==> src/verilog/dma_status_defines.svh <==
`ifndef DMA_STATUS_DEFINES_SVH
`define DMA_STATUS_DEFINES_SVH

// ****************************************
// Register offsets
// ****************************************
`define OFS_CHAN0_COUNT_LO 8'h26
`define OFS_CHAN0_COUNT_HI 8'h27
`define OFS_CHAN1_COUNT_LO 8'h2e
`define OFS_CHAN1_COUNT_HI 8'h2f
`define OFS_STATUS_ENABLE 8'h30

// ****************************************
// Status register fields
// ****************************************
`define BIT_CHAN1_ENABLE 7
`define BIT_CHAN0_ENABLE 6
`define BIT_CHAN1_GUARD 5
`define BIT_CHAN0_GUARD 4
`define BIT_CHAN1_IRQ_EN 3
`define BIT_CHAN0_IRQ_EN 2
`define BIT_MAIN_ENABLE 0

// ****************************************
// Reset values
// ****************************************
`define RST_COUNT 16'h0000
`define RST_CTRL 1'b0

`endif

==> src/verilog/dma_status_pkg.sv <==
package dma_status_pkg;
   typedef enum logic [1:0] {ACC_NONE, ACC_COUNT, ACC_STATUS} acc_kind_t;
   typedef logic [15:0] count_t;
endpackage : dma_status_pkg

==> src/verilog/dma_channel_enable_status.sv <==
`timescale 1ns/1ps
`include "dma_status_defines.svh"
// Behaviour
// - Channel 1 count: 16 bits, decrements per byte
// - Channel 1 runs when enable and main
// - Channel 1 count zero clears its enable
// - Channel 1 idle with irq enable requests
// - Channel 1 enable written only with guard zero
// - Writing zero stops channel 1, restartable
// - Writing one enables channel 1, sets main
// - Channel 0 runs when enable and main
// - Channel 0 count zero clears its enable
// - Channel 0 enable written only with guard zero
// - Channel 0 write one enables, zero disables
// - Guard bits write-only, always read one
// - Channel 0 idle with irq enable requests
// - Non-maskable interrupt clears main enable
// - Main enable read-only, set via channel enables
// - Reset clears enables and irq enables

module dma_channel_enable_status
   import dma_status_pkg::*;
(
   input wire logic MCLK_I,
   input wire logic RST_N_I,
   input wire logic [7:0] IO_ADDR_I,
   input wire logic IO_WR_I,
   input wire logic IO_RD_I,
   input wire logic [7:0] IO_WDATA_I,
   output logic [7:0] IO_RDATA_O,
   input wire logic NMI_I,
   input wire logic CHAN0_BYTE_DONE_I,
   input wire logic CHAN1_BYTE_DONE_I,
   output logic CHAN0_RUN_O,
   output logic CHAN1_RUN_O,
   output logic DMA_IRQ_O
);
   // ****************************************
   // Pin synchronisers
   // ****************************************
   // NMI comes from a pin; two stages before use
   logic nmi_meta;
   logic nmi_sync;
   logic nmi_prev;
   logic next_nmi_meta;
   logic next_nmi_sync;
   logic next_nmi_prev;

   // Second stage is the only reader of the first
   always_comb
   begin
      next_nmi_meta = NMI_I;
      next_nmi_sync = nmi_meta;
      next_nmi_prev = nmi_sync;
   end

   always_ff @(posedge MCLK_I)
   begin
      if (!RST_N_I)
      begin
         nmi_meta <= 1'b0;
         nmi_sync <= 1'b0;
         nmi_prev <= 1'b0;
      end
      else
      begin
         nmi_meta <= next_nmi_meta;
         nmi_sync <= next_nmi_sync;
         nmi_prev <= next_nmi_prev;
      end
   end

   // Edge taken so a held level does not block restarts
   logic nmi_event;
   assign nmi_event = nmi_sync && !nmi_prev;

   // ****************************************
   // Address decode
   // ****************************************
   function automatic logic hit(input logic [7:0] addr, input logic [7:0] ofs);
      hit = (addr == ofs);
   endfunction : hit

   // ****************************************
   // Access class
   // ****************************************
   // Anything unmapped reads as zero and ignores writes
   function automatic acc_kind_t kind_of(input logic [7:0] addr);
      kind_of = ACC_NONE;
      if (hit(addr, `OFS_STATUS_ENABLE))
      begin
         kind_of = ACC_STATUS;
      end
      else if (hit(addr, `OFS_CHAN0_COUNT_LO) || hit(addr, `OFS_CHAN0_COUNT_HI))
      begin
         kind_of = ACC_COUNT;
      end
      else if (hit(addr, `OFS_CHAN1_COUNT_LO) || hit(addr, `OFS_CHAN1_COUNT_HI))
      begin
         kind_of = ACC_COUNT;
      end
   endfunction : kind_of

   acc_kind_t wr_kind;
   acc_kind_t rd_kind;
   logic wr_status;
   logic wr_c0_lo;
   logic wr_c0_hi;
   logic wr_c1_lo;
   logic wr_c1_hi;

   assign wr_kind = IO_WR_I ? kind_of(IO_ADDR_I) : ACC_NONE;
   assign rd_kind = IO_RD_I ? kind_of(IO_ADDR_I) : ACC_NONE;
   assign wr_status = (wr_kind == ACC_STATUS);
   assign wr_c0_lo = IO_WR_I && hit(IO_ADDR_I, `OFS_CHAN0_COUNT_LO);
   assign wr_c0_hi = IO_WR_I && hit(IO_ADDR_I, `OFS_CHAN0_COUNT_HI);
   assign wr_c1_lo = IO_WR_I && hit(IO_ADDR_I, `OFS_CHAN1_COUNT_LO);
   assign wr_c1_hi = IO_WR_I && hit(IO_ADDR_I, `OFS_CHAN1_COUNT_HI);

   // ****************************************
   // Byte counters
   // ****************************************
   logic chan0_enable;
   logic chan1_enable;
   logic main_transfer_enable;
   logic chan0_run;
   logic chan1_run;
   count_t chan0_byte_count;
   count_t chan1_byte_count;
   logic dec0;
   logic dec1;

   // Channel 0 counts only while it runs
   assign dec0 = CHAN0_BYTE_DONE_I && chan0_run;
   // Channel 1 counts only while it runs
   assign dec1 = CHAN1_BYTE_DONE_I && chan1_run;

   byte_counter #(.WIDTH(16)) u_chan0_count (
      .clk_i(MCLK_I),
      .rst_n_i(RST_N_I),
      .wr_lo_i(wr_c0_lo),
      .wr_hi_i(wr_c0_hi),
      .wdata_i(IO_WDATA_I),
      .dec_i(dec0),
      .count_o(chan0_byte_count),
      .zero_o()
   );

   byte_counter #(.WIDTH(16)) u_chan1_count (
      .clk_i(MCLK_I),
      .rst_n_i(RST_N_I),
      .wr_lo_i(wr_c1_lo),
      .wr_hi_i(wr_c1_hi),
      .wdata_i(IO_WDATA_I),
      .dec_i(dec1),
      .count_o(chan1_byte_count),
      .zero_o()
   );

   // ****************************************
   // Enable state
   // ****************************************
   logic chan0_done_irq_enable;
   logic chan1_done_irq_enable;
   logic next_chan0_enable;
   logic next_chan1_enable;
   logic next_main;
   logic next_ie0;
   logic next_ie1;
   logic last0;
   logic last1;

   // Last byte: a counted byte while the count reads one this cycle
   assign last0 = dec0 && (chan0_byte_count == 16'h0001);
   assign last1 = dec1 && (chan1_byte_count == 16'h0001);

   always_comb
   begin
      next_chan0_enable = chan0_enable;
      next_chan1_enable = chan1_enable;
      next_main = main_transfer_enable;
      next_ie0 = chan0_done_irq_enable;
      next_ie1 = chan1_done_irq_enable;
      if (wr_status)
      begin
         next_ie0 = IO_WDATA_I[`BIT_CHAN0_IRQ_EN];
         next_ie1 = IO_WDATA_I[`BIT_CHAN1_IRQ_EN];
         if (!IO_WDATA_I[`BIT_CHAN0_GUARD])
         begin
            next_chan0_enable = IO_WDATA_I[`BIT_CHAN0_ENABLE];
            if (IO_WDATA_I[`BIT_CHAN0_ENABLE])
            begin
               next_main = 1'b1;
            end
         end
         if (!IO_WDATA_I[`BIT_CHAN1_GUARD])
         begin
            next_chan1_enable = IO_WDATA_I[`BIT_CHAN1_ENABLE];
            if (IO_WDATA_I[`BIT_CHAN1_ENABLE])
            begin
               next_main = 1'b1;
            end
         end
      end
      if (last0)
      begin
         next_chan0_enable = 1'b0;
      end
      if (last1)
      begin
         next_chan1_enable = 1'b0;
      end
      // Non-maskable clears main; wins over a write
      if (nmi_event)
      begin
         next_main = 1'b0;
      end
   end

   always_ff @(posedge MCLK_I)
   begin
      if (!RST_N_I)
      begin
         chan0_enable <= `RST_CTRL;
         chan1_enable <= `RST_CTRL;
         main_transfer_enable <= `RST_CTRL;
         chan0_done_irq_enable <= `RST_CTRL;
         chan1_done_irq_enable <= `RST_CTRL;
      end
      else
      begin
         chan0_enable <= next_chan0_enable;
         chan1_enable <= next_chan1_enable;
         main_transfer_enable <= next_main;
         chan0_done_irq_enable <= next_ie0;
         chan1_done_irq_enable <= next_ie1;
      end
   end

   // ****************************************
   // Run and interrupt
   // ****************************************
   // Channel 0 and channel 1 gates
   assign chan0_run = chan0_enable && main_transfer_enable;
   assign chan1_run = chan1_enable && main_transfer_enable;
   assign CHAN0_RUN_O = chan0_run;
   assign CHAN1_RUN_O = chan1_run;

   // ****************************************
   // Interrupt request
   // ****************************************
   // Terms use next values so the level moves with the enable itself
   logic pend0;
   logic pend1;
   logic next_irq;
   logic irq;

   always_comb
   begin
      pend0 = !next_chan0_enable && next_ie0;
      pend1 = !next_chan1_enable && next_ie1;
      // A level, held while either term stands
      next_irq = pend0 || pend1;
   end

   always_ff @(posedge MCLK_I)
   begin
      if (!RST_N_I)
      begin
         irq <= 1'b0;
      end
      else
      begin
         irq <= next_irq;
      end
   end
   assign DMA_IRQ_O = irq;

   // ****************************************
   // Read mux
   // ****************************************
   // Registered so read data is stable one cycle after the strobe
   logic [7:0] rdata;
   logic [7:0] next_rdata;
   logic [7:0] status_view;

   always_comb
   begin
      status_view = 8'h00;
      status_view[`BIT_CHAN1_ENABLE] = chan1_enable;
      status_view[`BIT_CHAN0_ENABLE] = chan0_enable;
      status_view[`BIT_CHAN1_GUARD] = 1'b1;
      status_view[`BIT_CHAN0_GUARD] = 1'b1;
      status_view[`BIT_CHAN1_IRQ_EN] = chan1_done_irq_enable;
      status_view[`BIT_CHAN0_IRQ_EN] = chan0_done_irq_enable;
      status_view[`BIT_MAIN_ENABLE] = main_transfer_enable;
      next_rdata = 8'h00;
      if (rd_kind != ACC_NONE)
      begin
         unique case (IO_ADDR_I)
            `OFS_CHAN0_COUNT_LO: next_rdata = chan0_byte_count[7:0];
            `OFS_CHAN0_COUNT_HI: next_rdata = chan0_byte_count[15:8];
            `OFS_CHAN1_COUNT_LO: next_rdata = chan1_byte_count[7:0];
            `OFS_CHAN1_COUNT_HI: next_rdata = chan1_byte_count[15:8];
            `OFS_STATUS_ENABLE: next_rdata = status_view;
            default: next_rdata = 8'h00;
         endcase
      end
   end

   always_ff @(posedge MCLK_I)
   begin
      if (!RST_N_I)
      begin
         rdata <= 8'h00;
      end
      else
      begin
         rdata <= next_rdata;
      end
   end
   assign IO_RDATA_O = rdata;
endmodule : dma_channel_enable_status

==> src/verilog/byte_counter.sv <==
`timescale 1ns/1ps
`include "dma_status_defines.svh"

module byte_counter
   import dma_status_pkg::*;
#(
   parameter int WIDTH = 16
)
(
   input wire logic clk_i,
   input wire logic rst_n_i,
   input wire logic wr_lo_i,
   input wire logic wr_hi_i,
   input wire logic [7:0] wdata_i,
   input wire logic dec_i,
   output logic [WIDTH-1:0] count_o,
   output logic zero_o
);
   logic [WIDTH-1:0] count;
   logic [WIDTH-1:0] next_count;

   always_comb
   begin
      next_count = count;
      if (wr_lo_i)
      begin
         next_count[7:0] = wdata_i;
      end
      else if (wr_hi_i)
      begin
         next_count[WIDTH-1:8] = wdata_i[WIDTH-9:0];
      end
      else if (dec_i && (count != '0))
      begin
         next_count = count - WIDTH'(1);
      end
   end

   always_ff @(posedge clk_i)
   begin
      if (!rst_n_i)
      begin
         count <= WIDTH'(`RST_COUNT);
      end
      else
      begin
         count <= next_count;
      end
   end

   assign count_o = count;
   assign zero_o = (count == '0);
endmodule : byte_counter

==> config.mk <==
export PLATFORM = sky130hd
export DESIGN_NAME = dma_channel_enable_status
export DESIGN_NICKNAME = d
export VERILOG_FILES = /design/src/verilog/dma_status_pkg.sv /design/src/verilog/dma_channel_enable_status.sv /design/src/verilog/byte_counter.sv
export VERILOG_INCLUDE_DIRS = /design/src /design/src/verilog
export SDC_FILE = /design/constraint.sdc
export NUM_CORES = 1
export LEC_CHECK = 0
export ABC_AREA = 1
export CAP_MARGIN = 20
export CORE_ASPECT_RATIO = 0.7
export CORE_MARGIN = 1
export CORE_UTILIZATION = 45
export CTS_CLUSTER_DIAMETER = 50
export DETAILED_ROUTE_END_ITERATION = 10
export DONT_BUFFER_PORTS = 1
export GPL_TIMING_DRIVEN = 0
export HOLD_SLACK_MARGIN = 0.06
export PLACE_DENSITY = 0.65
export SYNTH_ARGS = -nofsm -noshare
export SYNTH_HDL_FRONTEND = slang
export SYNTH_HIERARCHICAL = 1
export SYNTH_SLANG_ARGS = --single-unit
==> constraint.sdc <==
create_clock -name MCLK_I -period 1.9 [get_ports MCLK_I]
set_clock_uncertainty 0.1 [all_clocks]
set_input_delay 0.285 -clock MCLK_I [delete_from_list [all_inputs] [get_ports MCLK_I]]
set_output_delay 0.285 -clock MCLK_I [all_outputs]
set_load 0.1 [all_outputs]
-- Word level (Yosys, flattened, before mapping)
Cells that the tools add are included.
- bitwise operators: 3
- $add $sub $neg: 2
- reduce and logical (&&, ||, !) cells: 34
- multiplexer cells: 26
- equal/unequal tests: 10
- operators by type and width (operator ; number):
    $mux 8 ; 6
    $eq 8x6->1 const B ; 5
    $pmux 8 s5 ; 1
    $eq 16x1->1 const B ; 2
    $mux 16 ; 2
    $reduce_bool 16->1 ; 2
    $sub 16x1->16 const B ; 2
    $logic_and 1x1->1 ; 15
    $mux 1 ; 14
    $reduce_and 2->1 ; 5
    $reduce_bool 2->1 ; 5
    $mux 2 ; 3
    $ne 2x1->1 const B ; 2
    $logic_not 1->1 ; 3
    $logic_or 1x1->1 ; 3
    $not 1->1 ; 3
    $eq 2x2->1 const B ; 1
    $reduce_or 2->1 ; 1
- bits of input ports: 23
- register bits: 49
- word-level logic and storage cells: 89
- output and inout port bits: 11

-- Depth between registers and ports, before layout
Gate-level depths: netlist of run 1.
- depth in word-level cells: 12
- depth in mapped cells: 13
- gate-level depth less buffers: 11

-- Hierarchy
The synthesis of run 1 kept the hierarchy.
- by module, submodules not included (module ; area an instance (µm²) ; cells an instance ; sequential area each (µm²) ; times used):
    byte_counter ; 1239.9 ; 221 ; 320.3 ; 2
    dma_channel_enable_status ; 1191.1 ; 204 ; 340.3 ; 1

-- Worst setup path after synthesis of run 1
Ideal clock, no wire load.
- path type: input-to-reg
- start point: input IO_ADDR_I[0]
- end point: register u_chan1_count.count[10] (netlist: u_chan1_count/count_o[10])
- slack: 0.076 ns
- required time: 1.687 ns
- arrival: 1.611 ns
- setup time: 0.113 ns
- buffers on the path: 2
- stages: 11
- cell sequence: nand2_1 > nor2_4 > nand2_1 > nor2_1 > buf_1 > inv_4 > nand2_4 > nand2_4 > buf_6 > nor2_1 > nor2_1
- longest elaborated chain between the ends: 4
- elaborated cells between the ends (all ways): 8
- classes of those cells: eq/ne (2); mux (1); bitwise (1); reduce/logical (4)
- RTL lines (what ; line ; source):
    start: declaration ; dma_channel_enable_status.sv:26 ; input wire logic [7:0] IO_ADDR_I,
    $eq 8x6->1 (*) ; dma_channel_enable_status.sv:81 ; hit = (addr == ofs);
    $logic_and 1x1->1 (*) ; dma_channel_enable_status.sv:118 ; assign wr_c1_hi = IO_WR_I && hit(IO_ADDR_I, `OFS_CHAN1_COUNT_HI);
    via wr_c1_hi ; dma_channel_enable_status.sv:110 ; logic wr_c1_hi;
    $reduce_bool 2->1 (no line) ; - ;
    $reduce_and 2->1 (no line) ; - ;
    end signal: assignment ; byte_counter.sv:43 ; count <= WIDTH'(`RST_COUNT);
    end signal: assignment ; byte_counter.sv:47 ; count <= next_count;
    end: declaration ; byte_counter.sv:19 ; logic [WIDTH-1:0] count;
Mark *: on every way through the listed nets, which the timed path passes. The rest lies on a longest branch.
A chain may end at the register's enable or synchronous reset.

-- Worst setup path in the final report of run 1
- start point: register main_transfer_enable
- end point: output CHAN0_RUN_O
- longest elaborated chain between the ends: 1
- RTL lines (what ; line ; source):
    start: declaration ; dma_channel_enable_status.sv:125 ; logic main_transfer_enable;
    start signal: assignment ; dma_channel_enable_status.sv:226 ; main_transfer_enable <= `RST_CTRL;
    start signal: assignment ; dma_channel_enable_status.sv:234 ; main_transfer_enable <= next_main;
    $logic_and 1x1->1 ; dma_channel_enable_status.sv:244 ; assign chan0_run = chan0_enable && main_transfer_enable;
    end: declaration ; dma_channel_enable_status.sv:34 ; output logic CHAN0_RUN_O,
No other way between the ends.

==> qor.log, run 1 <==
[route] number of DRC markers in iteration 0 380
[synthesis] Gate Count Post-Synth 644
[cells_and_area] Layout Utilization 0.5107
[route] DR vias 4021
[route] number of detailed-route iterations in the first pass 5
[placed_design] port bufs 0
[floorplanning] Floorplan Core Area 7871 µm²
[grt] GR Util All Layers 0.2708
[floorplanning] die width 109.8 µm
[power] Power Density 549.3 nW/µm²
[placed_design] Detailed Place HPWL 8229 µm
[cells_and_area] area growth from synthesis to layout 9.734%
[sta] Worst Hold Slack 0.06810 ns
[grt] wire length of the first global-routing pass 17680 µm
[sta] worst-case headroom to the max-slew limit 0.3753
[sta] min Tclk post-route 1.834 ns
[job] max_cap viols 0
[cells_and_area] layout net count 678
[grt] antenna violations before repair 0
[grt] via count of the first global-routing pass 3478
[synthesis] total of warnings raised by yosys 6
[worst_setup_path] Worst EP arrival 1.45 ns
[min_path] path class of the lowest-slack min-delay path input port to flop
[sta] Setup violations, final 0
[clock_network] TritonCTS clock tree built
[placed_design] post-place setup slack -0.3708 ns
[floorplanning] starting density of the core 0.4654
[synthesis] post-synthesis instance area 3664 µm²
[power] IR Drop Worst-Case VDD 0.0005310 V
[sta] fin. max-slew vios 0
[worst_setup_path] sort of element at the start of the critical path flop
[floorplanning] Rows 27
[clock_network] Post-CTS Setup Repair Bufs 0
[sta] actual slew at the worst max-slew pin 0.9357 ns
[sta] timing-limited maximum frequency 545.4 MHz
[sta] Final WS setup 0.06637 ns
[cells_and_area] antenna cells 0
[route] total wire length after detailed routing 10960 µm
[power] power after layout 2.208 mW
[clock_network] clock sink count 49
[grt] largest net degree at the start of global routing 15
[clock_network] number of buffers inserted during clock tree synthesis 5
[clock_network] buffer depth of the longest clock path 2
[synthesis] Synthesized Nets 669
[clock_network] maximum level of the CTS H-tree 2
[floorplanning] Die Y-Extent 77.49 µm
[placed_design] placer's final routability congestion estimate 0.9062
[route] per-cell via count in the routed design 5.326
[synthesis] average footprint of a synthesized cell 5.689 µm²
[sta] final worst-path cycle share 0.9651
[worst_setup_path] Worst Setup End Kind output pin
[clock_network] master cell of the clock root buffer clkbuf_16
[grt] remaining global-route overflow 0
[worst_setup_path] endpoint required time on the critical path 1.51 ns
[route] DRC violations left 0
[cells_and_area] fraction of final layout cells sized beyond drive strength 1 0.09633
[sta] final number of hold-violating endpoints 0
[floorplanning] total die area 8512 µm²
[worst_setup_path] highest net fanout along the worst path 4
[clock_network] clock-pin slew of the registers on the worst-case setup and hold paths 0.06 ns
[power] static power due to leakage 2.048 nW
[sta] RSZ-0062 raised after global routing false
[route] average routed wire per standard cell 14.52 µm
[route] final antenna-violating net count 0
[floorplanning] number of top-level design ports 34
[worst_setup_path] critical path class flop to output pin
[run_status] run status completed
[clock_network] latest clock arrival within the worst-skew pair 0.29 ns
[sta] Final TNS setup 0 ns
power by group:
part,internal (mW),switching [mW]
Sequential,1.03,0.00462
Combinational,0.0375,0.0809
Clock,0.658,0.396
registers in the layout (all words and copies together), names as in the netlist:
name and cells:
u_chan0_count/count_o 16, u_chan1_count/count_o 16, IO_RDATA_O 8, DMA_IRQ_O 1
chan0_done_irq_enable 1, chan0_enable 1, chan1_done_irq_enable 1, chan1_enable 1
main_transfer_enable 1, next_nmi_prev 1, next_nmi_sync 1, nmi_prev 1
repair_timing:
item	CTS	global route
gates resized for setup	2	12
hold buffers	2	0
hold endpoints to repair	11	0
endpoints found under the setup margin	19	20
final timing paths:
| check | from | to | slack, ns | cells past startpoint |
|---|---|---|---|---|
| setup / recovery | main_transfer_enable$_SDFFE_PP0N_ | CHAN0_RUN_O | 0.07 | 2 |
| hold / removal | IO_WR_I | main_transfer_enable$_SDFFE_PP0N_ | 0.07 | 2 |
| setup reg to reg | main_transfer_enable$_SDFFE_PP0N_ | u_chan1_count/count_o[0]$_SDFFE_PN0P_ | 0.09 | 7 |
| hold reg to reg | next_nmi_sync$_SDFF_PN0_ | next_nmi_prev$_SDFF_PN0_ | 0.32 | 2 |
layout make-up:
type                    instances  area [µm²]
clock buffers                   7       142.6
repair buffers                  2       20.02
plain buffers                  14       85.08
inverters                      70       267.8
flip-flops and latches         49       980.9
clock inverters                 1       30.03
well taps                     101       126.4
fillers                       831        3851
multi-input cells             511        2367
layout by cell type (no fill, tap or decap), drive strengths merged:
cell type,n
nand2,198
nand4,8
o21bai,2
o21ai,29
and2,2
nor3,7
nand3b,1
nand3,84
nor2,163
clkbuf,11
dlygate4sd3,2
buf,10
a21oi,14
inv,70
dfxtp,49
o22ai,1
bufinv,1
ha,2
critical path, cell delays in order, from the launching register on:
cell     delay (ns)
dfxtp_1        0.41
nand2_1        0.12
inv_1          0.62
routing by layer:
layer / GRT usage / wire length (µm) / vias up
met5: 0 / 0 / -
met4: 0.05333 / 99 / 0
met3: 0.05546 / 1073 / 11
met2: 0.3650 / 4271 / 164
met1: 0.4297 / 5517 / 1810
li1: - / - / 2036
per-stage QoR:
step | std cells | instance area (µm²)
6_report | 755 | 4020
5_1_grt | 755 | 4020
4_1_cts | 755 | 3985
3_5_place_dp | 745 | 3790
3_3_place_gp | 745 | 3790
2_1_floorplan | 644 | 3664
Note: power is estimated with default switching activity, not from simulation.
==> run 2: changes to the inputs <==
--- a/config.mk
+++ b/config.mk
@@ -16,7 +16,6 @@
 export DONT_BUFFER_PORTS = 1
 export GPL_TIMING_DRIVEN = 0
 export HOLD_SLACK_MARGIN = 0.06
-export PLACE_DENSITY = 0.65
 export SYNTH_ARGS = -nofsm -noshare
 export SYNTH_HDL_FRONTEND = slang
 export SYNTH_HIERARCHICAL = 1
==> run 2 against run 1 <==
  * Clock power increased by 11%
  * Total power up 5.6%
  * Critical path type is now input port to flop
  * Non-clock buffer count rose by 1
  * Critical path depth rose by 11
  * Highest routed layer unchanged
  * Sequential power barely moved
  * Core utilization rose by 0.56 points
  * Register-to-register slack better by 0.04 ns
  * Cell count is 0.13% higher
  * Clock-buffer cell count fell by 2
  * Largest power group unchanged
  * Combinational power rose by 4%
  * Routed wire length rose by 3.5%
==> qor.log, run 2 (synthesis gave the netlist of run 1 again) <==
[grt] antenna violations before repair 0 [unchanged]
[cells_and_area] most frequent standard cell in the layout excluding fill and tap cells nand2_1
[grt] via count of the first global-routing pass 3472 [-0.17%]
[sta] timing-limited maximum frequency 564.1 MHz [+3.4%]
[floorplanning] die width 109.8 µm [unchanged]
[worst_setup_path] number of cells on the worst reg-to-reg path 10 [+3]
[placed_design] post-place setup slack -0.3959 ns [-0.02506 ns]
[cells_and_area] layout net count 679 [+0.15%]
[route] average routed wire per standard cell 15.00 µm [+3.3%]
[sta] Final WS setup 0.1273 ns [+0.06088 ns]
[route] DRC violations left 0 [unchanged]
[clock_network] number of buffers inserted during clock tree synthesis 5 [unchanged]
[power] IR Drop Worst-Case VDD 0.0004994 V [-5.9%]
[clock_network] clock-pin slew of the registers on the worst-case setup and hold paths 0.07 ns [about the same]
[worst_setup_path] Worst EP arrival 1.86 ns [+0.41 ns]
[floorplanning] Die Y-Extent 77.49 µm [unchanged]
[clock_network] maximum level of the CTS H-tree 2 [unchanged]
[placed_design] placer's final routability congestion estimate 0.8706 [-3.9%]
[cells_and_area] total area of multi-input combinational cells 2374 µm² [+0.26%]
[route] final antenna-violating net count 0 [unchanged]
[sta] final worst-path cycle share 0.9330 [-0.03204]
[cells_and_area] area growth from synthesis to layout 10.93%
[sta] Worst Hold Slack 0.06081 ns [-0.007288 ns]
[floorplanning] number of top-level design ports 34 [unchanged]
[placed_design] port bufs 0 [unchanged]
[sta] worst-case headroom to the max-slew limit 0.3706 [-0.004723]
[floorplanning] Floorplan Core Area 7871 µm² [unchanged]
[grt] remaining global-route overflow 0 [unchanged]
[worst_setup_path] R2R Path End u_chan0_count/count_o[0]$_SDFFE_PN0P_
[min_path] hold path cells 2 [unchanged]
[run_status] run status completed
[sta] min Tclk post-route 1.773 ns [-0.06088 ns]
[worst_setup_path] Reg2Reg Launch Point u_chan0_count/count_o[1]$_SDFFE_PN0P_
[floorplanning] total die area 8512 µm² [unchanged]
[cells_and_area] antenna cells 0 [unchanged]
[cells_and_area] Fill cells 854 [+2.8%]
[sta] final number of hold-violating endpoints 0 [unchanged]
[cells_and_area] Design Area, Final 4064 µm² [+1.1%]
[cells_and_area] top library cells by usage in the layout, fill and taps aside nand2_1, nor2_1, nand3_1, inv_1, dfxtp_1
[min_path] HP Start RST_N_I
[clock_network] buffer depth of the longest clock path 2 [unchanged]
[route] per-cell via count in the routed design 5.304 [-0.41%]
[route] number of detailed-route iterations in the first pass 5 [unchanged]
[job] max_cap viols 0 [unchanged]
[power] Power Density 573.8 nW/µm² [+4.5%]
[grt] GR Util All Layers 0.2771 [+0.006207]
[worst_setup_path] Critical path buffers and inverters 5 [+4]
[worst_setup_path] Critical Path Max Stage Delay 0.22 ns [-0.40 ns]
[grt] largest net degree at the start of global routing 16 [+1]
[floorplanning] Rows 27 [unchanged]
[cells_and_area] fraction of final layout cells sized beyond drive strength 1 0.1038 [+0.007487]
[sta] fin. max-slew vios 0 [unchanged]
[clock_network] Post-CTS Setup Repair Bufs 0 [unchanged]
[clock_network] TritonCTS clock tree built
[worst_setup_path] cell class contributing the biggest share of worst-path delay simple AND/OR/NAND/NOR gates
[worst_setup_path] library cell appearing most often on the critical path nand2_1
[placed_design] Detailed Place HPWL 8492 µm [+3.2%]
[worst_setup_path] sort of element at the start of the critical path input port
[worst_setup_path] Max stage delay cell, worst path clkbuf_4
[min_path] path class of the lowest-slack min-delay path input port to flop
[grt] wire length of the first global-routing pass 18010 µm [+1.8%]
[worst_setup_path] highest net fanout along the worst path 10 [+6]
[worst_setup_path] endpoint required time on the critical path 1.99 ns [+0.48 ns]
[worst_setup_path] Worst Setup End Kind flop
[placed_design] area of placed instances 3790 µm² [unchanged]
[cells_and_area] Sequential Area 980.9 µm² [unchanged]
[route] total wire length after detailed routing 11340 µm [+3.5%]
[clock_network] clock sink count 49 [unchanged]
[cells_and_area] Layout Utilization 0.5163 [+0.005563]
[route] number of DRC markers in iteration 0 332 [-13%]
[route] DR vias 4010 [-0.27%]
[min_path] Hold Path Sink u_chan0_count/count_o[3]$_SDFFE_PN0P_
[power] power after layout 2.332 mW [+5.6%]
[sta] Setup violations, final 0 [unchanged]
[worst_setup_path] critical path class input port to flop
[worst_setup_path] sequence of cells on the critical path inv_1 -> nand2_1 -> nor2_4 -> buf_4 -> nand2_2 -> nor2_2 -> clkbuf_4 -> inv_1 -> buf_2 -> nand2_1 -> nand2_1 -> nor2_1 -> nor2_1
[clock_network] master cell of the clock root buffer clkbuf_16
[sta] RSZ-0062 raised after global routing true
[clock_network] latest clock arrival within the worst-skew pair 0.30 ns [about the same]
[power] static power due to leakage 2.044 nW [-0.17%]
[worst_setup_path] slack of the worst reg-to-reg path 0.13 ns [+0.04 ns]
[sta] actual slew at the worst max-slew pin 0.9428 ns [+0.007074 ns]
[floorplanning] starting density of the core 0.4654 [unchanged]
-- run 2: metrics by stage --
step	TNS [ns]	std cells
2_1_floorplan	0	644
3_3_place_gp	-10.11	745
3_5_place_dp	-10.58	745
4_1_cts	0	756
5_1_grt	-0.01275	756
6_report	0	756
-- run 2: what timing repair did --
item,in CTS,in global routing
setup endpoints to repair,26,30
hold buffers,3,0
hold endpoints to repair,11,0
gates resized for setup,2,17
gates cloned,0,0
-- run 2: worst max-delay path by stage --
| stage | end | slack (ns) | from | cells after the start |
|---|---|---|---|---|
| finish | u_chan1_count/count_o[0]$_SDFFE_PN0P_ | 0.13 | IO_ADDR_I[4] | 13 |
| detailed placement | u_chan0_count/count_o[4]$_SDFFE_PN0P_ | -0.40 | IO_ADDR_I[6] | 12 |
| CTS | u_chan0_count/count_o[0]$_SDFFE_PN0P_ | 0.005 | IO_ADDR_I[6] | 12 |
| floorplan | u_chan1_count/count_o[10]$_SDFFE_PN0P_ | 0.08 | IO_ADDR_I[0] | 11 |
| global placement | u_chan0_count/count_o[1]$_SDFFE_PN0P_ | -0.38 | IO_ADDR_I[2] | 11 |
| global route | u_chan0_count/count_o[0]$_SDFFE_PN0P_ | -0.01 | IO_ADDR_I[6] | 12 |
-- run 2: metal layers --
layer	wire, µm	global-route usage	vias to the layer above
met5	0	0	-
met3	1051	0.06555	11
met1	5784	0.4353	1811
met4	65	0.03200	0
met2	4439	0.3819	141
li1	-	-	2047
-- run 2: area by class of cell --
cell class                 instances  share of cell area
tap                              101             0.03110
sequential                        49              0.2414
timing repair buffer               3            0.007389
multi-input combinational        511              0.5841
inverter                          70             0.06773
buffer                            14             0.02155
clock inverter                     3             0.01601
clock buffer                       5             0.03079
-- run 2: worst reg2reg max path, delay by kind of cell (launching register included) --
family / cells / cell delay, ns
simple gates: 7 / 0.75
buf+inv: 2 / 0.18
flops: 1 / 0.44
fa+ha+maj: 1 / 0.19
-- run 2: where the power goes --
part / switching [mW] / internal, mW / total, mW
Clock: 0.421 / 0.753 / 1.17
Combinational: 0.0839 / 0.0390 / 0.123
Sequential: 0.00460 / 1.03 / 1.04
Total: 0.510 / 1.82 / 2.33
==> run 3: changes to the inputs <==
==> constraint.sdc (replaced) <==
create_clock -name MCLK_I -period 2.22 [get_ports MCLK_I]
set_clock_uncertainty 0.1 [all_clocks]
set_input_delay 0.333 -clock MCLK_I [delete_from_list [all_inputs] [get_ports MCLK_I]]
set_output_delay 0.333 -clock MCLK_I [all_outputs]
set_load 0.1 [all_outputs]
==> run 3 against run 2 <==
  * Total power down 15%
  * Cell count down 0.26%
  * Non-clock buffer count down 2
==> qor.log, run 3 (synthesis gave the netlist of run 1 again) <==
[cells_and_area] top library cells by usage in the layout, fill and taps aside nand2_1, nor2_1, nand3_1, inv_1, dfxtp_1
[worst_setup_path] Critical path buffers and inverters 2 [-3]
[cells_and_area] most frequent standard cell in the layout excluding fill and tap cells nand2_1
[sta] final number of hold-violating endpoints 0 [unchanged]
[floorplanning] die width 109.8 µm [unchanged]
[sta] Worst Hold Slack 0.07114 ns [+0.01032 ns]
[route] total wire length after detailed routing 11200 µm [-1.2%]
[route] DRC violations left 0 [unchanged]
[worst_setup_path] worst setup path startpoint IO_ADDR_I[0]
[cells_and_area] fraction of final layout cells sized beyond drive strength 1 0.08423 [-0.01959]
[cells_and_area] antenna cells 0 [unchanged]
[floorplanning] total die area 8512 µm² [unchanged]
[worst_setup_path] Worst EP arrival 2.15 ns [+0.29 ns]
[clock_network] clock sink count 49 [unchanged]
[sta] actual slew at the worst max-slew pin 0.9428 ns [-0.00002456 ns]
[worst_setup_path] Worst Setup End Kind flop
[route] number of detailed-route iterations in the first pass 5 [unchanged]
[grt] via count of the first global-routing pass 3457 [-0.43%]
[cells_and_area] Fill cells 863 [+1.1%]
[grt] GR Util All Layers 0.2744 [-0.002652]
[worst_setup_path] endpoint required time on the critical path 2.31 ns [+0.32 ns]
[grt] antenna violations before repair 0 [unchanged]
[clock_network] number of buffers inserted during clock tree synthesis 5 [unchanged]
[sta] Final TNS setup 0 ns [unchanged]
[clock_network] maximum level of the CTS H-tree 2 [unchanged]
[min_path] hold path cells 2 [unchanged]
[worst_setup_path] critical path depth in cells 10 [-3]
[worst_setup_path] number of cells on the worst reg-to-reg path 7 [-3]
[job] max_cap viols 0 [unchanged]
[power] IR Drop Worst-Case VDD 0.0004262 V [-15%]
[run_status] run status completed
[worst_setup_path] slack of the worst reg-to-reg path 0.34 ns [+0.21 ns]
[route] final antenna-violating net count 0 [unchanged]
[placed_design] port bufs 0 [unchanged]
[power] power after layout 1.984 mW [-15%]
[clock_network] buffer depth of the longest clock path 2 [unchanged]
[sta] fin. max-slew vios 0 [unchanged]
[worst_setup_path] critical path class input port to flop
[grt] wire length of the first global-routing pass 17870 µm [-0.77%]
[floorplanning] Floorplan Core Area 7871 µm² [unchanged]
[cells_and_area] layout net count 677 [-0.29%]
[power] Power Density 497.0 nW/µm² [-13%]
[worst_setup_path] Max stage delay cell, worst path buf_1
[placed_design] Detailed Place HPWL 8492 µm [unchanged]
[floorplanning] Die Y-Extent 77.49 µm [unchanged]
[sta] Setup violations, final 0 [unchanged]
[clock_network] clock-pin slew of the registers on the worst-case setup and hold paths 0.07 ns [about the same]
[worst_setup_path] Reg2Reg Launch Point main_transfer_enable$_SDFFE_PP0N_
[worst_setup_path] Critical Path Max Stage Delay 0.43 ns [+0.21 ns]
[cells_and_area] final non-filler cell total 754 [-0.26%]
[floorplanning] starting density of the core 0.4654 [unchanged]
[sta] worst-case headroom to the max-slew limit 0.3706 [about the same]
[route] average routed wire per standard cell 14.86 µm [-0.97%]
[route] number of DRC markers in iteration 0 312 [-6.0%]
[worst_setup_path] highest net fanout along the worst path 10 [unchanged]
[sta] RSZ-0062 raised after global routing false
[sta] timing-limited maximum frequency 484.0 MHz
[clock_network] TritonCTS clock tree built
[floorplanning] Rows 27 [unchanged]
[route] per-cell via count in the routed design 5.296 [-0.16%]
[sta] min Tclk post-route 2.066 ns
[clock_network] latest clock arrival within the worst-skew pair 0.30 ns [about the same]
[worst_setup_path] cell class contributing the biggest share of worst-path delay simple AND/OR/NAND/NOR gates
[worst_setup_path] sequence of cells on the critical path nand2_1 -> nor2_4 -> nand2_1 -> nor2_1 -> buf_1 -> inv_4 -> nand3_4 -> nand2_2 -> o21ai_0 -> nor2_1
[route] DR vias 3993 [-0.42%]
[worst_setup_path] sort of element at the start of the critical path input port
[worst_setup_path] capture point of the critical path u_chan1_count/count_o[4]$_SDFFE_PN0P_
[grt] largest net degree at the start of global routing 16 [unchanged]
[min_path] path class of the lowest-slack min-delay path input port to flop
[placed_design] number of cells in the design after placement 745 [unchanged]
[sta] final worst-path cycle share 0.9306
[grt] remaining global-route overflow 0 [unchanged]
[worst_setup_path] R2R Path End u_chan0_count/count_o[0]$_SDFFE_PN0P_
[cells_and_area] area growth from synthesis to layout 8.948%
[power] static power due to leakage 2.046 nW [about the same]
[floorplanning] number of top-level design ports 34 [unchanged]
[clock_network] master cell of the clock root buffer clkbuf_16
[placed_design] placer's final routability congestion estimate 0.8706 [unchanged]
[run 3: cell count changes in the layout (fill, tap and decap cells not counted), sizes merged]
cell / before / now
clkinvlp: 2 / 0
dlygate4sd3: 3 / 1
inv: 68 / 70
buf: 9 / 10
clkbuf: 10 / 9
[run 3: timing repair]
action,CTS,global route
setup buffers,0,0
gates resized for setup,0,1
hold buffers,1,0
setup endpoints to repair,0,4
hold endpoints to repair,1,0
[run 3: cell type report]
cell class                 instances  area (µm²)  share of cell area
timing repair buffer               1       10.01            0.002508
tap                              101       126.4             0.03166
multi-input combinational        511        2335              0.5850
inverter                          70       267.8             0.06708
clock inverter                     3       65.06             0.01630
sequential                        49       980.9              0.2458
buffer                            14       81.33             0.02038
clock buffer                       5       125.1             0.03135
[run 3: worst reg2reg max path: cells and delay by family, from the launching register on]
family	cells	cell delay (ns)
flip-flops	1	0.41
AND/OR/NAND/NOR	6	1.15
buffers and inverters	1	0.11
[run 3: stage by stage]
stage | util | area, µm² | setup slack, ns
3_5_place_dp | 0.4815 | 3790 | -0.1239
2_1_floorplan | - | 3664 | 0.3484
6_report | 0.5071 | 3991 | 0.1540
3_3_place_gp | 0.4815 | 3790 | -0.1083
5_1_grt | 0.5071 | 3991 | 0.02294
4_1_cts | 0.5069 | 3990 | 0.1813
[run 3: report_power, final]
| group | total [mW] | switching, mW | leakage (nW) | internal [mW] |
|---|---|---|---|---|
| combinational | 0.0968 | 0.0665 | 1.56 | 0.0302 |
| clock | 1.00 | 0.357 | 0.0938 | 0.644 |
| sequential | 0.886 | 0.00390 | 0.395 | 0.882 |
[run 3: worst min-delay path by stage]
| stage | from | end | slack (ns) |
|---|---|---|---|
| global route | RST_N_I | u_chan1_count/count_o[5]$_SDFFE_PN0P_ | 0.08 |
| detailed placement | next_nmi_sync$_SDFF_PN0_ | next_nmi_prev$_SDFF_PN0_ | 0.30 |
| CTS | RST_N_I | u_chan1_count/count_o[1]$_SDFFE_PN0P_ | 0.07 |
| finish | RST_N_I | u_chan1_count/count_o[1]$_SDFFE_PN0P_ | 0.07 |
| global placement | next_nmi_sync$_SDFF_PN0_ | next_nmi_prev$_SDFF_PN0_ | 0.29 |
| floorplan | next_nmi_sync$_SDFF_PN0_ | next_nmi_prev$_SDFF_PN0_ | 0.29 |
[run 3: per-layer routing]
metal / global-route usage / vias to the layer above / wire [µm]
met2: 0.3794 / 150 / 4358
met1: 0.4327 / 1792 / 5686
met4: 0.03200 / 0 / 48
met5: 0 / - / 0
met3: 0.06050 / 7 / 1107
li1: - / 2044 / -
